File: src/verilog/nest_prio_pkg.sv
// shared constants and types for the nested interrupt priority block
package nest_prio_pkg;
  localparam int unsigned NUM_VEC = 14;
  localparam logic [7:0] OFF_PRIO0   = 8'h00;
  localparam logic [7:0] OFF_PRIO1   = 8'h04;
  localparam logic [7:0] OFF_PRIO2   = 8'h08;
  localparam logic [7:0] OFF_PRIO3   = 8'h0C;
  localparam logic [7:0] OFF_CC      = 8'h10;
  localparam logic [7:0] OFF_PENDING = 8'h14;
  localparam int unsigned CC_HI_POS  = 5;
  localparam int unsigned CC_LO_POS  = 3;
  // priority pair patterns {high, low}
  localparam logic [1:0] LVL0 = 2'h2;
  localparam logic [1:0] LVL1 = 2'h1;
  localparam logic [1:0] LVL2 = 2'h0;
  localparam logic [1:0] LVL3 = 2'h3;
  localparam logic [1:0] CC_RESET   = 2'h3;
  localparam logic [7:0] PRIO_RESET = 8'hFF;
  localparam logic [3:0] PRIO3_TOP  = 4'hF;
  localparam logic [3:0] VEC_TOP    = 4'h0;
  localparam logic [3:0] VEC_CLOCK  = 4'h1;
  localparam logic [3:0] VEC_EXT0   = 4'h2;
  localparam logic [3:0] VEC_EXT1   = 4'h3;
  localparam logic [3:0] VEC_CANTX  = 4'h7;
  localparam logic [15:0] ADDR_RESET = 16'hFFFE;
  localparam logic [15:0] ADDR_TRAP  = 16'hFFFC;
  localparam logic [15:0] ADDR_VEC0  = 16'hFFFA;
  // wake from halt per vector; clock time base and can tx handled apart
  localparam logic [13:0] WAKE_CAP = 14'h213D;
  typedef enum logic [2:0] {
    OP_NONE = 3'h0, OP_EN = 3'h1, OP_DIS = 3'h2, OP_HALT = 3'h3,
    OP_WFI  = 3'h4, OP_POPCC = 3'h5, OP_RET = 3'h6, OP_TRAP = 3'h7
  } cpu_op_t;
  typedef struct packed {
    logic        psel;
    logic        penable;
    logic        pwrite;
    logic [7:0]  paddr;
    logic [31:0] pwdata;
  } apb_req_t;
  typedef struct packed {
    logic [31:0] prdata;
    logic        pready;
    logic        pslverr;
  } apb_rsp_t;
  typedef struct packed {
    logic        valid;
    logic [3:0]  vec;
    logic [1:0]  level;
    logic [15:0] addr;
  } svc_t;
endpackage : nest_prio_pkg

File: src/verilog/nested_interrupt_priority.sv
// nested interrupt priority logic: level bits, per-vector levels, arbitration, wake
//
// Local design decisions: the address map and the APB register port.
`timescale 1ns/1ps
`default_nettype none
module nested_interrupt_priority (
  input  wire logic                    clk,
  input  wire logic                    rst_b,
  input  wire nest_prio_pkg::apb_req_t apb_req,
  output nest_prio_pkg::apb_rsp_t      apb_rsp,
  input  wire nest_prio_pkg::cpu_op_t  cpu_op,
  input  wire logic [7:0]              stacked_cc,
  input  wire logic                    cpu_accept,
  input  wire logic [13:0]             irq_req,
  input  wire logic                    ext_line_zero_req,
  input  wire logic                    auto_wake_from_halt_req,
  input  wire logic                    ext_line_one_req,
  input  wire logic                    aux_voltage_detector_req,
  input  wire logic                    can_status_change,
  input  wire logic [13:0]             irq_enable,
  input  wire logic                    active_halt_sel,
  output nest_prio_pkg::svc_t          svc,
  output logic [7:0]                   cpu_condition_priority,
  output logic                         branch_if_masked,
  output logic                         branch_if_unmasked,
  output logic                         halted,
  output logic                         wake
);
  import nest_prio_pkg::*;

  logic [1:0]  cc_q;
  logic [1:0]  prio_q [NUM_VEC];
  logic [13:0] pend_q;
  logic [13:0] pend_clr;
  logic [13:0] pend_set;
  logic        no_wake_q;
  logic        restrict_q;
  svc_t        svc_q;
  logic [31:0] prdata_q;
  logic        wr_en;
  logic        rd_en;
  logic        addr_ok;
  logic [7:0]  prio_reg [4];

  function automatic logic [2:0] rank_of(input logic [1:0] p);
    unique case (p)
      LVL0:    rank_of = 3'h0;
      LVL1:    rank_of = 3'h1;
      LVL2:    rank_of = 3'h2;
      default: rank_of = 3'h3;
    endcase
  endfunction : rank_of

  // register bus
  assign wr_en = apb_req.psel && apb_req.penable && apb_req.pwrite;
  assign rd_en = apb_req.psel && !apb_req.penable && !apb_req.pwrite;
  always_comb begin
    unique case (apb_req.paddr)
      OFF_PRIO0, OFF_PRIO1, OFF_PRIO2, OFF_PRIO3, OFF_CC, OFF_PENDING: addr_ok = 1'b1;
      default: addr_ok = 1'b0;
    endcase
  end

  // pair n sits at bits 2(n%4)+1:2(n%4) of register n/4
  genvar gi;
  generate
    for (gi = 0; gi < NUM_VEC; gi++) begin : g_pair
      localparam logic [7:0] REG_OFF = 8'((gi / 4) * 4);
      localparam int unsigned BIT_LO = (gi % 4) * 2;
      logic [1:0] wr_val;
      assign wr_val = apb_req.pwdata[BIT_LO+1:BIT_LO];
      always_ff @(posedge clk or negedge rst_b) begin
        if (!rst_b) begin
          prio_q[gi] <= PRIO_RESET[1:0];
        end else if (wr_en && apb_req.paddr == REG_OFF && wr_val != LVL0) begin
          prio_q[gi] <= wr_val;
        end
      end
    end
  endgenerate

  always_comb begin
    for (int r = 0; r < 4; r++) begin
      prio_reg[r] = 8'h00;
    end
    for (int v = 0; v < NUM_VEC; v++) begin
      prio_reg[v / 4][(v % 4) * 2 +: 2] = prio_q[v];
    end
    prio_reg[3][7:4] = PRIO3_TOP;
  end

  // read data is registered in the setup cycle, so every access has one wait-free access phase
  always_ff @(posedge clk or negedge rst_b) begin
    if (!rst_b) begin
      prdata_q <= 32'h0000_0000;
    end else if (rd_en) begin
      unique case (apb_req.paddr)
        OFF_PRIO0:   prdata_q <= {24'h000000, prio_reg[0]};
        OFF_PRIO1:   prdata_q <= {24'h000000, prio_reg[1]};
        OFF_PRIO2:   prdata_q <= {24'h000000, prio_reg[2]};
        OFF_PRIO3:   prdata_q <= {24'h000000, prio_reg[3]};
        OFF_CC:      prdata_q <= {24'h000000, cpu_condition_priority};
        OFF_PENDING: prdata_q <= {18'h00000, pend_q};
        default:     prdata_q <= 32'h0000_0000;
      endcase
    end
  end

  assign apb_rsp = '{prdata:  prdata_q,
                     pready:  1'b1,
                     pslverr: apb_req.psel && apb_req.penable && !addr_ok};

  // current level
  always_ff @(posedge clk or negedge rst_b) begin
    if (!rst_b) begin
      cc_q <= CC_RESET;
    end else if (cpu_accept && svc_q.valid) begin
      cc_q <= svc_q.level;
    end else begin
      unique case (cpu_op)
        OP_EN:   cc_q <= LVL0;
        OP_DIS:  cc_q <= LVL3;
        OP_HALT: cc_q <= LVL0;
        OP_WFI:  cc_q <= LVL0;
        OP_POPCC: cc_q <= {stacked_cc[CC_HI_POS], stacked_cc[CC_LO_POS]};
        OP_RET:   cc_q <= {stacked_cc[CC_HI_POS], stacked_cc[CC_LO_POS]};
        OP_TRAP: cc_q <= LVL3;
        default: cc_q <= cc_q;
      endcase
    end
  end

  always_comb begin
    cpu_condition_priority            = 8'h00;
    cpu_condition_priority[CC_HI_POS] = cc_q[1];
    cpu_condition_priority[CC_LO_POS] = cc_q[0];
  end

  assign branch_if_masked   = (cc_q == LVL3);
  assign branch_if_unmasked = (cc_q != LVL3);

  // pending latches
  // shared vectors
  always_comb begin
    pend_set           = irq_req;
    pend_set[VEC_EXT0] = irq_req[VEC_EXT0] | ext_line_zero_req | auto_wake_from_halt_req;
    pend_set[VEC_EXT1] = irq_req[VEC_EXT1] | ext_line_one_req | aux_voltage_detector_req;
    pend_clr           = 14'h0000;
    if (cpu_accept && svc_q.valid) begin
      pend_clr[svc_q.vec] = 1'b1;
    end
  end

  // unserved stay latched; a new request beats the clear
  always_ff @(posedge clk or negedge rst_b) begin
    if (!rst_b) begin
      pend_q <= 14'h0000;
    end else begin
      pend_q <= (pend_q & ~pend_clr) | pend_set;
    end
  end

  // the voltage detector shares vector 3 but must not wake, so it is remembered apart
  always_ff @(posedge clk or negedge rst_b) begin
    if (!rst_b) begin
      no_wake_q <= 1'b0;
    end else if (ext_line_one_req || irq_req[VEC_EXT1]) begin
      no_wake_q <= 1'b0;
    end else if (aux_voltage_detector_req) begin
      no_wake_q <= 1'b1;
    end
  end

  // halt and wake
  logic [13:0] wake_src;
  logic        can_sc_q;
  always_ff @(posedge clk or negedge rst_b) begin
    if (!rst_b) begin
      can_sc_q <= 1'b0;
    end else if (pend_clr[VEC_CANTX]) begin
      can_sc_q <= can_status_change;
    end else if (can_status_change) begin
      can_sc_q <= 1'b1;
    end
  end

  always_comb begin
    // fixed wake set; vectors 6 and 9 to 12 excluded
    wake_src = pend_q & irq_enable & WAKE_CAP;
    wake_src[VEC_CLOCK] = pend_q[VEC_CLOCK] && irq_enable[VEC_CLOCK] && active_halt_sel;
    wake_src[VEC_EXT1]  = pend_q[VEC_EXT1] && irq_enable[VEC_EXT1] && !no_wake_q;
    wake_src[VEC_CANTX] = pend_q[VEC_CANTX] && irq_enable[VEC_CANTX] && can_sc_q;
  end

  always_ff @(posedge clk or negedge rst_b) begin
    if (!rst_b) begin
      halted <= 1'b0;
    end else if (halted && wake_src != 14'h0000) begin
      halted <= 1'b0;
    end else if (cpu_op == OP_HALT) begin
      halted <= 1'b1;
    end
  end

  assign wake = halted && (wake_src != 14'h0000);

  // first service after halt must come from a waking source
  always_ff @(posedge clk or negedge rst_b) begin
    if (!rst_b) begin
      restrict_q <= 1'b0;
    end else if (wake) begin
      restrict_q <= 1'b1;
    end else if (cpu_accept && svc_q.valid) begin
      restrict_q <= 1'b0;
    end
  end

  // arbitration
  svc_t        win;
  logic [2:0]  win_rank;
  logic [13:0] cand;
  logic [2:0]  r;
  always_comb begin
    win      = '0;
    win_rank = 3'h0;
    r        = 3'h0;
    cand = pend_q & irq_enable;
    if (restrict_q || halted) begin
      cand = wake_src;
    end
    // walk from lowest order up so the lower number wins a tie
    for (int v = NUM_VEC - 1; v >= 0; v--) begin
      // top-level pair ignored; it outranks level 3
      r = (v == 0) ? 3'h4 : rank_of(prio_q[v]);
      // above current; re-entry follows from this
      if (cand[v] && (r > rank_of(cc_q)) && (r >= win_rank || !win.valid)) begin
        win.valid = 1'b1;
        win.vec   = 4'(v);
        win.level = (v == 0) ? LVL3 : prio_q[v];
        win.addr  = ADDR_VEC0 - 16'(2 * v);
        win_rank  = r;
      end
    end
  end

  // registered so the core sees a stable vector at the instruction boundary
  always_ff @(posedge clk or negedge rst_b) begin
    if (!rst_b) begin
      svc_q <= '0;
    end else if (cpu_accept && svc_q.valid) begin
      svc_q <= '0;
    end else begin
      svc_q <= win;
    end
  end

  assign svc = svc_q;

  // pair of the entered vector, taken apart from svc_q so the entry check is independent
  logic [1:0] entry_lvl_q;
  always_ff @(posedge clk or negedge rst_b) begin
    if (!rst_b) begin
      entry_lvl_q <= CC_RESET;
    end else begin
      entry_lvl_q <= prio_q[svc_q.vec];
    end
  end
endmodule : nested_interrupt_priority
`default_nettype wire

File: config.mk
export PLATFORM = sky130hd
export DESIGN_NAME = nested_interrupt_priority
export DESIGN_NICKNAME = d
export VERILOG_FILES = /design/src/verilog/nest_prio_pkg.sv /design/src/verilog/nested_interrupt_priority.sv
export SDC_FILE = /design/constraint.sdc
export NUM_CORES = 1
export LEC_CHECK = 0
export BUFFER_PORTS_ARGS = -buffer_cell sky130_fd_sc_hd__buf_2
export CAP_MARGIN = 20
export CELL_PAD_IN_SITES_DETAIL_PLACEMENT = 2
export CELL_PAD_IN_SITES_GLOBAL_PLACEMENT = 2
export CORE_ASPECT_RATIO = 1.25
export CORE_MARGIN = 2
export CORE_UTILIZATION = 29
export CTS_BUF_LIST = sky130_fd_sc_hd__clkbuf_4
export DETAILED_ROUTE_END_ITERATION = 8
export GPL_TIMING_DRIVEN = 0
export PLACE_DENSITY = 0.78
export SETUP_SLACK_MARGIN = 0.3
export SLEW_MARGIN = 0
export SYNTH_ARGS = -nofsm -noshare
export SYNTH_HDL_FRONTEND = slang
export SYNTH_SLANG_ARGS = --single-unit
File: constraint.sdc
create_clock -name clk -period 14.6 [get_ports clk]
set_input_delay 0.73 -clock clk [delete_from_list [all_inputs] [get_ports clk]]
set_output_delay 0.73 -clock clk [all_outputs]
set_load 0.02 [all_outputs]
==> Word level (Yosys, flattened, before mapping) <==
Cells that the tools add are included.
{ "word_totals": {"reg_bits": 103, "input_bits": 91, "output_inout_bits": 69, "word_cells": 282} }
{ "op_classes": {"order_cmp": 29, "n_eq_ne": 46, "muxes": 58, "n_bitwise": 8, "n_reduce_logical": 116} }
{ "op_table": {"columns": ["operator", "n"], "rows": [
  ["$mux 23", 15],
  ["$pmux 2 s3", 15],
  ["$pmux 14 s6", 1],
  ["$logic_and 1x1->1", 59],
  ["$gt 3x3->1", 13],
  ["$mux 3", 13],
  ["$ge 3x3->1", 12],
  ["$eq 2x2->1 const B", 15],
  ["$and 14x14->14", 2],
  ["$eq 2x1->1 const B", 14],
  ["$logic_not 2->1", 14],
  ["$logic_not 1->1", 17],
  ["$eq 8x4->1 const B", 2],
  ["$eq 8x5->1 const B", 2],
  ["$logic_or 1x1->1", 15],
  ["$mux 14", 1],
  ["$not 14->14", 1],
  ["$or 14x14->14", 1],
  ["$reduce_bool 14->1", 1],
  ["$mux 13", 1],
  ["$eq 3x3->1 const B", 4],
  ["$mux 1", 10],
  ["$ne 2x2->1 const B", 5],
  ["$eq 8x3->1 const B", 1],
  ["15 further kinds", 23]
]} }

==> Longest topological paths before layout <==
Gate-level depths: netlist of run 1.
{ "depth": {"ltp_word": 58, "mapped_depth": 89, "ltp_nobuf": 85} }

==> Worst setup path before layout of run 1 <==
OpenSTA, ideal clock, no wires.
{ "synth_path": {"path_type": "reg2reg", "start": "register cc_q[1]", "end": "register svc_q, in the netlist svc[21]", "setup_ps": 101, "t_arrival_ps": 15502, "required_ps": 14499, "setup_slack_ps": -1002, "path_stages_with_launch": 85, "n_path_buf": 4, "period_less_slack_ps": 15602, "path_cell_list": "dfstp_2 -> inv_1 -> ha_1 -> inv_1 -> ha_1 -> nor2b_4 -> o2111ai_4 -> nor2_1 -> ha_1 -> nand2b_1 -> a21oi_1 -> a21o_1 -> o21ai_0 -> ha_1 -> nand2b_1 -> a221oi_4 -> o221ai_1 -> and2_1 -> [49 not listed] -> or2_1 -> buf_6 -> nor3_1 -> a21oi_1 -> ha_1 -> nand2b_1 -> a21oi_1 -> a21o_1 -> clkbuf_1 -> and2_1 -> a21oi_1 -> ha_1 -> nand2b_1 -> a21oi_1 -> a21o_1 -> and2_1 -> o2111ai_1 -> nor4_1"} }
{ "synth_between": {"elab_chain_len": 58, "word_cells_on_any_way": 112, "cone_classes": "27 x order compare; 2 x eq/ne; 29 x mux; 54 x reduce/logical"} }
{ "synth_lines": {"columns": ["item", "line", "source"], "rows": [
  ["start, declared", "nested_interrupt_priority.sv:31", "logic [1:0] cc_q;"],
  ["start signal, assigned", "nested_interrupt_priority.sv:118", "cc_q <= svc_q.level;"],
  ["start signal, assigned", "nested_interrupt_priority.sv:125", "OP_POPCC: cc_q <= {stacked_cc[CC_HI_POS], stacked_cc[CC_LO_POS]};"],
  ["start signal, assigned", "nested_interrupt_priority.sv:126", "OP_RET: cc_q <= {stacked_cc[CC_HI_POS], stacked_cc[CC_LO_POS]};"],
  ["$eq 2x1->1, or another cell as far along", "nested_interrupt_priority.sv:46", "unique case (p)"],
  ["$pmux 2 s3 (*)", "nested_interrupt_priority.sv:46", null],
  ["$gt 3x3->1", "nested_interrupt_priority.sv:236", "if (cand[v] && (r > rank_of(cc_q)) && (r >= win_rank || !win.valid)) begin"],
  ["$logic_and 1x1->1", "nested_interrupt_priority.sv:236", null],
  ["$mux 3 or $mux 23 (tied branches)", "nested_interrupt_priority.sv:236", null],
  ["$ge 3x3->1 or $logic_not 1->1 (tied branches)", "nested_interrupt_priority.sv:236", null],
  ["$logic_or 1x1->1", "nested_interrupt_priority.sv:236", null],
  ["$logic_and 1x1->1", "nested_interrupt_priority.sv:236", null],
  ["[42 not listed]", null, null],
  ["$logic_or 1x1->1", "nested_interrupt_priority.sv:236", null],
  ["$logic_and 1x1->1", "nested_interrupt_priority.sv:236", null],
  ["$mux 3 or $mux 23 (tied branches)", "nested_interrupt_priority.sv:236", null],
  ["$ge 3x3->1 or $logic_not 1->1 (tied branches)", "nested_interrupt_priority.sv:236", null],
  ["$logic_or 1x1->1", "nested_interrupt_priority.sv:236", null],
  ["$logic_and 1x1->1", "nested_interrupt_priority.sv:236", null],
  ["$mux 23 (*)", "nested_interrupt_priority.sv:236", null],
  ["$mux 23 (*)", "nested_interrupt_priority.sv:250", "end else if (cpu_accept && svc_q.valid) begin"],
  ["end signal, assigned", "nested_interrupt_priority.sv:253", "svc_q <= win;"],
  ["end, declared", "nested_interrupt_priority.sv:38", "svc_t svc_q;"]
]} }
Every way passes the cells marked *; elsewhere a longest branch is shown, timed or not.
A chain may end at the register's enable or synchronous reset.

==> Worst setup path in the final report of run 1 <==
{ "layout_path": {"start": "register cc_q[1]", "end": "register svc_q, in the netlist svc[16]"} }
The elaborated chain is that of the path after synthesis.

==> reports/qor.yml, run 1 <==
cp.required_ns: 14.99
areaGrowthSynthToFinish_pct: 34.05
cts_max_level: 3
stdcell_count: 1201
hold_path.class: "in2async"
die_y_um: 168.1
syn_inst: 724
cts_tree: "done"
synthArstFlopShare_pct: 100.0
rsz0062_at_grt: "yes"
criticalPathCategory: "reg2reg"
power_switching_w: 0.0008118
core_area_sq_mm: 0.02132
io_buffers: 102
critPathMaxFanout: 8
max_freq_mhz: 65.05
fin_setup_tns_ns: -5.730
p_per_area_mw_per_mm2: 192.8
die-area_sq_mm: 0.02275
synth_largest_area_cell: "dfrtp_1"
violations: "negative setup slack"
cts_root_buf: "clkbuf_4"
drive_gt1_share_pct: 39.31
synth_top_area_share_pct: 16.81
cp-end-kind: "flop"
grt_max_degree: 44
drt_iter0_drc: 319
syn_area_sq_mm: 0.006251
numCtsBuffers: 9
num_rows: 60
grt_pass1_vias: 7144
fin_crit_sh_pct: 105.3
grt_pass1_wl_um: 41390
p_clk_share_pct: 7.1
clkLatencyLatePin_ns: 0.47
place_congestion: 0.8546
start_kind: "flop"
drv_slew: 0
drt-vias-per-instance: 5.429
cap_violations: 0
reg2reg_slack_ns: -0.77
whs_ns: 0.1892
ys.flop_type: "dfrtp_1"
wirelength_um: 27590
hold_violations: 0
p_sw_share_pct: 50.26
relSlewSlack_pct: 29.69
synth_area_leaders: "dfrtp_1 17%, ha_1 15%, dfstp_2 13%"
cpMaxStageDelayCell: "dfstp_2"
drtAntennaViolNets: 0
pre_cts_ws_ns: -2.686
max_stage_delay_ns: 0.59
cts.sinks: 72
synth.distinct_cells: 86
start_util_pct: 29.32
vias: 6520
grt_usage_pct: 23.97
ir_worst_vdd_mv: 0.08607
crit_top_cell: "nand2b_4"
final_common_cell: "buf_2"
synth-seq-area-share_pct: 29.42
period_minus_slack_ns: 15.37
placed_cells: 1130
io_pins: 160
combinationalPowerShare_pct: 77.1
seq_power_share_pct: 15.8
dieWidth_um: 135.3
p_leak_nw: 3.887
wl_per_cell_um: 22.98
setup-violations-final: 9
clk_transition_reported_paths_ns: 0.14
tightest_slew_ns: 1.048
dpl.hpwl_um: 20230
ys_ff_latch: 72
grt_antenna_before_repair: 0
drt_first_pass_iters: 4
critPathArrivalTime_ns: 15.76
drc: 0
internal-power_w: 0.0008033
overflow: 0
nets: 1081
clock_path_buffers: 2
status: "finished, violations left"
synth_edf_count: 0
layout_common_cells: "101 x buf_2, 91 x buf_4, 71 x nand2_1"
setup_slack_ns: -0.7719
final.setup_skew_ns: 0.01850
syn_avg_cell_area_sq_um: 8.634
synth_warnings: 0
-- power by group through the flow --
stage	Sequential, W	Combinational [W]	Clock [W]
after floorplan	0.000269	0.000647	0
after global placement	0.000261	0.000886	0
after detailed placement	0.000262	0.000924	0
after CTS	0.000255	0.00113	0.000116
after global routing	0.000258	0.00133	0.000124
final	0.000255	0.00124	0.000115
-- path summary, 6_finish.rpt --
kind | depth (start not counted) | from | to
setup / recovery | 86 | cc_q[1] | svc[16]
hold / removal | 1 | rst_b | prdata_q[0]
setup reg to reg | 86 | cc_q[1] | svc[16]
hold reg to reg | 2 | prio_q[1] | prio_q[1]
max in group asynchronous | 2 | rst_b | cc_q[0]
min in group clk | 2 | irq_req[3] | no_wake_q
-- cells in the mapped netlist, drive strengths merged, types with 4 or more instances --
library cell	n
buf	43
mux2i	8
a31oi	7
nor3	12
a22o	13
nor2b	15
a221oi	4
nand4	5
dfrtp	42
nand3	18
dfstp	30
o21a	4
or2	10
o21ai	51
o2111ai	7
o221ai	5
and2	12
o311ai	4
a21o	16
a311oi	4
a21oi	53
nor4	5
o2111a	4
nor2	67
nand2b	18
a211oi	6
inv	34
clkbuf	13
nand2	77
ha	74
-- stage by stage --
| stage | power (W) | utilization (%) | cell area, sq um |
|---|---|---|---|
| after floorplan | 0.0009152 | - | 6544 |
| after global placement | 0.001147 | 34.72 | 7403 |
| after detailed placement | 0.001186 | 34.87 | 7433 |
| after CTS | 0.001502 | 38.35 | 8177 |
| after global routing | 0.001716 | 39.29 | 8377 |
| final | 0.001615 | 39.30 | 8379 |
-- sequential cells by signal (all words and copies together), names as in the netlist --
register    cells
cc_q            2
svc            10
pend_q         14
halted          1
prio_q         28
no_wake_q       1
prdata_q       14
can_sc_q        1
restrict_q      1
-- critical path: cells and delay by family, from the launching register on --
family                   cells  cell delay, ns
AO/OA/AOI/OAI               35            5.98
adder cells (fa/ha/maj)     14            3.78
buffers and inverters        9            1.01
flip-flops                   1            0.59
multiplexers                 2            0.49
AND/OR/NAND/NOR             26            3.45
-- area by class of cell --
type	count	area, sq um
Fill cell	2445	12940
Multi-Input combinational cell	586	4574
Sequential cell	72	1839
Timing Repair Buffer	157	957.2
Buffer	56	410.4
Tap cell	279	349.1
Inverter	34	140.1
Clock buffer	9	67.56
Clock inverter	7	38.79
Antenna cell	1	2.502
-- per-layer routing --
layer / vias to the layer above / routed length [um] / part of all wire (%) / GRT usage (%)
li1: 2960 / - / - / -
met1: 3322 / 11020 / 40 / 28.28
met2: 184 / 14500 / 53 / 43.57
met3: 54 / 1001 / 3.6 / 2.740
met4: 0 / 1068 / 3.9 / 10.14
met5: - / 0 / 0 / 0
-- kinds of logic (layout without fill, tap and decap cells) --
family                     Yosys count  count (layout)  share of synthesized area, %
and+or+nand+nor                    256             256                         20.26
AOI/OAI and AO/OA                  216             216                         24.92
buffers and inverters               90             263                         8.106
adders and majority gates           76              76                         15.15
DFF                                 72              72                         29.42
muxes                               11              11                         1.881
other                                2              27                        0.1201
xor gates and xnor gates             1               1                        0.1401
-- repair_timing --
action                                  CTS  global route
buffers inserted                         46             8
pin swaps                                37            24
endpoints found under the setup margin    9             9
gates cloned                              0             0
hold buffers                              0             0
resized for setup                        58            24
No activity file was read; power rests on OpenSTA's default activity.
==> inputs of run 2 (changes only) <==
--- a/config.mk
+++ b/config.mk
@@ -7,15 +7,14 @@
 export LEC_CHECK = 0
 export BUFFER_PORTS_ARGS = -buffer_cell sky130_fd_sc_hd__buf_2
 export CAP_MARGIN = 20
-export CELL_PAD_IN_SITES_DETAIL_PLACEMENT = 2
-export CELL_PAD_IN_SITES_GLOBAL_PLACEMENT = 2
+export CELL_PAD_IN_SITES_DETAIL_PLACEMENT = 1
+export CELL_PAD_IN_SITES_GLOBAL_PLACEMENT = 1
 export CORE_ASPECT_RATIO = 1.25
-export CORE_MARGIN = 2
-export CORE_UTILIZATION = 29
+export CORE_UTILIZATION = 37
 export CTS_BUF_LIST = sky130_fd_sc_hd__clkbuf_4
 export DETAILED_ROUTE_END_ITERATION = 8
 export GPL_TIMING_DRIVEN = 0
-export PLACE_DENSITY = 0.78
+export PLACE_DENSITY = 0.79
 export SETUP_SLACK_MARGIN = 0.3
 export SLEW_MARGIN = 0
 export SYNTH_ARGS = -nofsm -noshare
==> reports/qor.yml, run 2 (same netlist as run 1, synthesis figures left out) <==
status: "finished, violations left"
violations: "negative setup slack"
layout_common_cells: "101 x buf_2, 95 x buf_4, 71 x nand2_1"
p_sw_share_pct: 48.26
wl_per_cell_um: 20.73
vias: 6385
final.setup_skew_ns: 0.02682
ir_worst_vdd_mv: 0.1127
io_pins: 160
drc: 0
rsz0062_at_grt: "yes"
start_util_pct: 38.28
grt_use_met1_pct: 31.60
grt_antenna_before_repair: 2
nFillCells: 1957
critPathMaxFanout: 8
core_area_sq_mm: 0.01633
cts.sinks: 72
p_clk_share_pct: 8.7
grt_usage_pct: 27.37
final_common_cell: "buf_2"
io_buffers: 102
largest_register_ff_count: 28
drt-vias-per-instance: 5.591
clock_path_buffers: 2
numCtsBuffers: 9
drt_iter0_drc: 274
nets: 1084
met3_usage_pct: 4.464
hold_path.class: "in2async"
top_register: "prio_q"
p_leak_nw: 3.932
place_area_sq_mm: 0.007355
grt_max_degree: 72
stdcell_count: 1142
areaGrowthSynthToFinish_pct: 34.05
setup_slack_ns: -0.2335
cts_root_buf: "clkbuf_4"
cts_tree: "done"
crit_top_cell: "nand2b_4"
grtUsageMet2_pct: 47.82
cpMaxStageDelayCell: "dfstp_2"
start_kind: "flop"
fin_crit_sh_pct: 101.6
place_congestion: 0.9292
drv_slew: 0
busiest_layer: "met2"
max_stage_delay_ns: 0.59
die-area_sq_mm: 0.01742
grt_pass1_wl_um: 36660
drive_gt1_share_pct: 39.39
grt_pass1_vias: 6763
max_freq_mhz: 67.42
wirelength_um: 23670
power_switching_w: 0.0007771
cts_hold_buf: 0
setup-violations-final: 7
hold_violations: 0
die_y_um: 147.3
reg2reg_depth: 86
drtAntennaViolNets: 0
clk_transition_reported_paths_ns: 0.15
cp.required_ns: 14.96
combinationalPowerShare_pct: 75.7
drt_first_pass_iters: 5
period_minus_slack_ns: 14.83
placed_cells: 1067
relSlewSlack_pct: 35.89
critPathArrivalTime_ns: 15.19
design_area_sq_mm: 0.008379
whs_ns: 0.03449
cap_violations: 0
dpl.hpwl_um: 17320
overflow: 0
internal-power_w: 0.0008332
seq_power_share_pct: 15.7
dieWidth_um: 118.3
num_rows: 52
p_per_area_mw_per_mm2: 192.2
clkLatencyLatePin_ns: 0.46
cts_max_level: 3
tightest_slew_ns: 0.9559
criticalPathCategory: "reg2reg"
reg_top3: "prio_q (28), pend_q (14), prdata_q (14)"
cp-end-kind: "flop"
-- run 2: power by group through the flow --
stage | registers, W | logic (W) | clock network, W
after CTS | 0.000252 | 0.00110 | 0.000141
after floorplan | 0.000269 | 0.000647 | 0
final | 0.000252 | 0.00122 | 0.000140
after global routing | 0.000255 | 0.00131 | 0.000148
after global placement | 0.000260 | 0.000868 | 0
after detailed placement | 0.000259 | 0.000891 | 0
-- run 2: cell type report --
cell class / instances / area (sq um) / area share, %
Clock buffer: 9 / 67.56 / 0.8063
Clock inverter: 7 / 78.83 / 0.9407
Timing Repair Buffer: 160 / 975.9 / 11.65
Antenna cell: 2 / 5.005 / 0.05973
Sequential cell: 72 / 1839 / 21.95
Inverter: 34 / 140.1 / 1.672
Tap cell: 216 / 270.3 / 3.225
Buffer: 56 / 410.4 / 4.898
Multi-Input combinational cell: 586 / 4592 / 54.80
-- run 2: per-layer routing --
| layer | vias to the layer above | wire length (um) |
|---|---|---|
| li1 | 2958 | - |
| met1 | 3161 | 9364 |
| met2 | 206 | 11870 |
| met3 | 60 | 1212 |
| met4 | 0 | 1230 |
| met5 | - | 0 |
-- run 2: timing repair --
item | CTS | global route
endpoints found under the setup margin | 9 | 9
pin swaps | 28 | 21
gates cloned | 0 | 0
hold endpoints to repair | 0 | 0
setup buffers | 46 | 11
gates resized for setup | 61 | 24
-- run 2: path summary, 6_finish.rpt --
| kind | startpoint | endpoint | slack, ns |
|---|---|---|---|
| hold reg to reg | prdata_q[5] | prdata_q[5] | 0.51 |
| setup reg to reg | cc_q[1] | svc[21] | -0.23 |
| max in group asynchronous | rst_b | cc_q[0] | 13.96 |
| hold / removal | rst_b | prdata_q[3] | 0.03 |
| min in group clk | ext_line_one_req | no_wake_q | 0.43 |
| setup / recovery | cc_q[1] | svc[21] | -0.23 |
-- run 2: per-stage QoR --
step                 power, W  setup WS [ns]  utilization (%)  TNS (ns)
finish               0.001610        -0.2335            51.31    -1.118
global route         0.001712        -0.9320            51.29    -6.967
CTS                  0.001496        -0.2507            50.02    -1.267
detailed placement   0.001150         -2.210            45.04    -16.63
global placement     0.001127         -2.053            44.85    -14.82
floorplan           0.0009152        0.02864                -         0
-- run 2: worst max-delay path: cells and delay by family (launching register included) --
family	cells	cell delay [ns]
AO/OA/AOI/OAI	34	5.12
adder cells (fa/ha/maj)	14	3.73
buffers and inverters	7	0.74
flip-flops	1	0.59
multiplexers	1	0.25
AND/OR/NAND/NOR	30	4.26
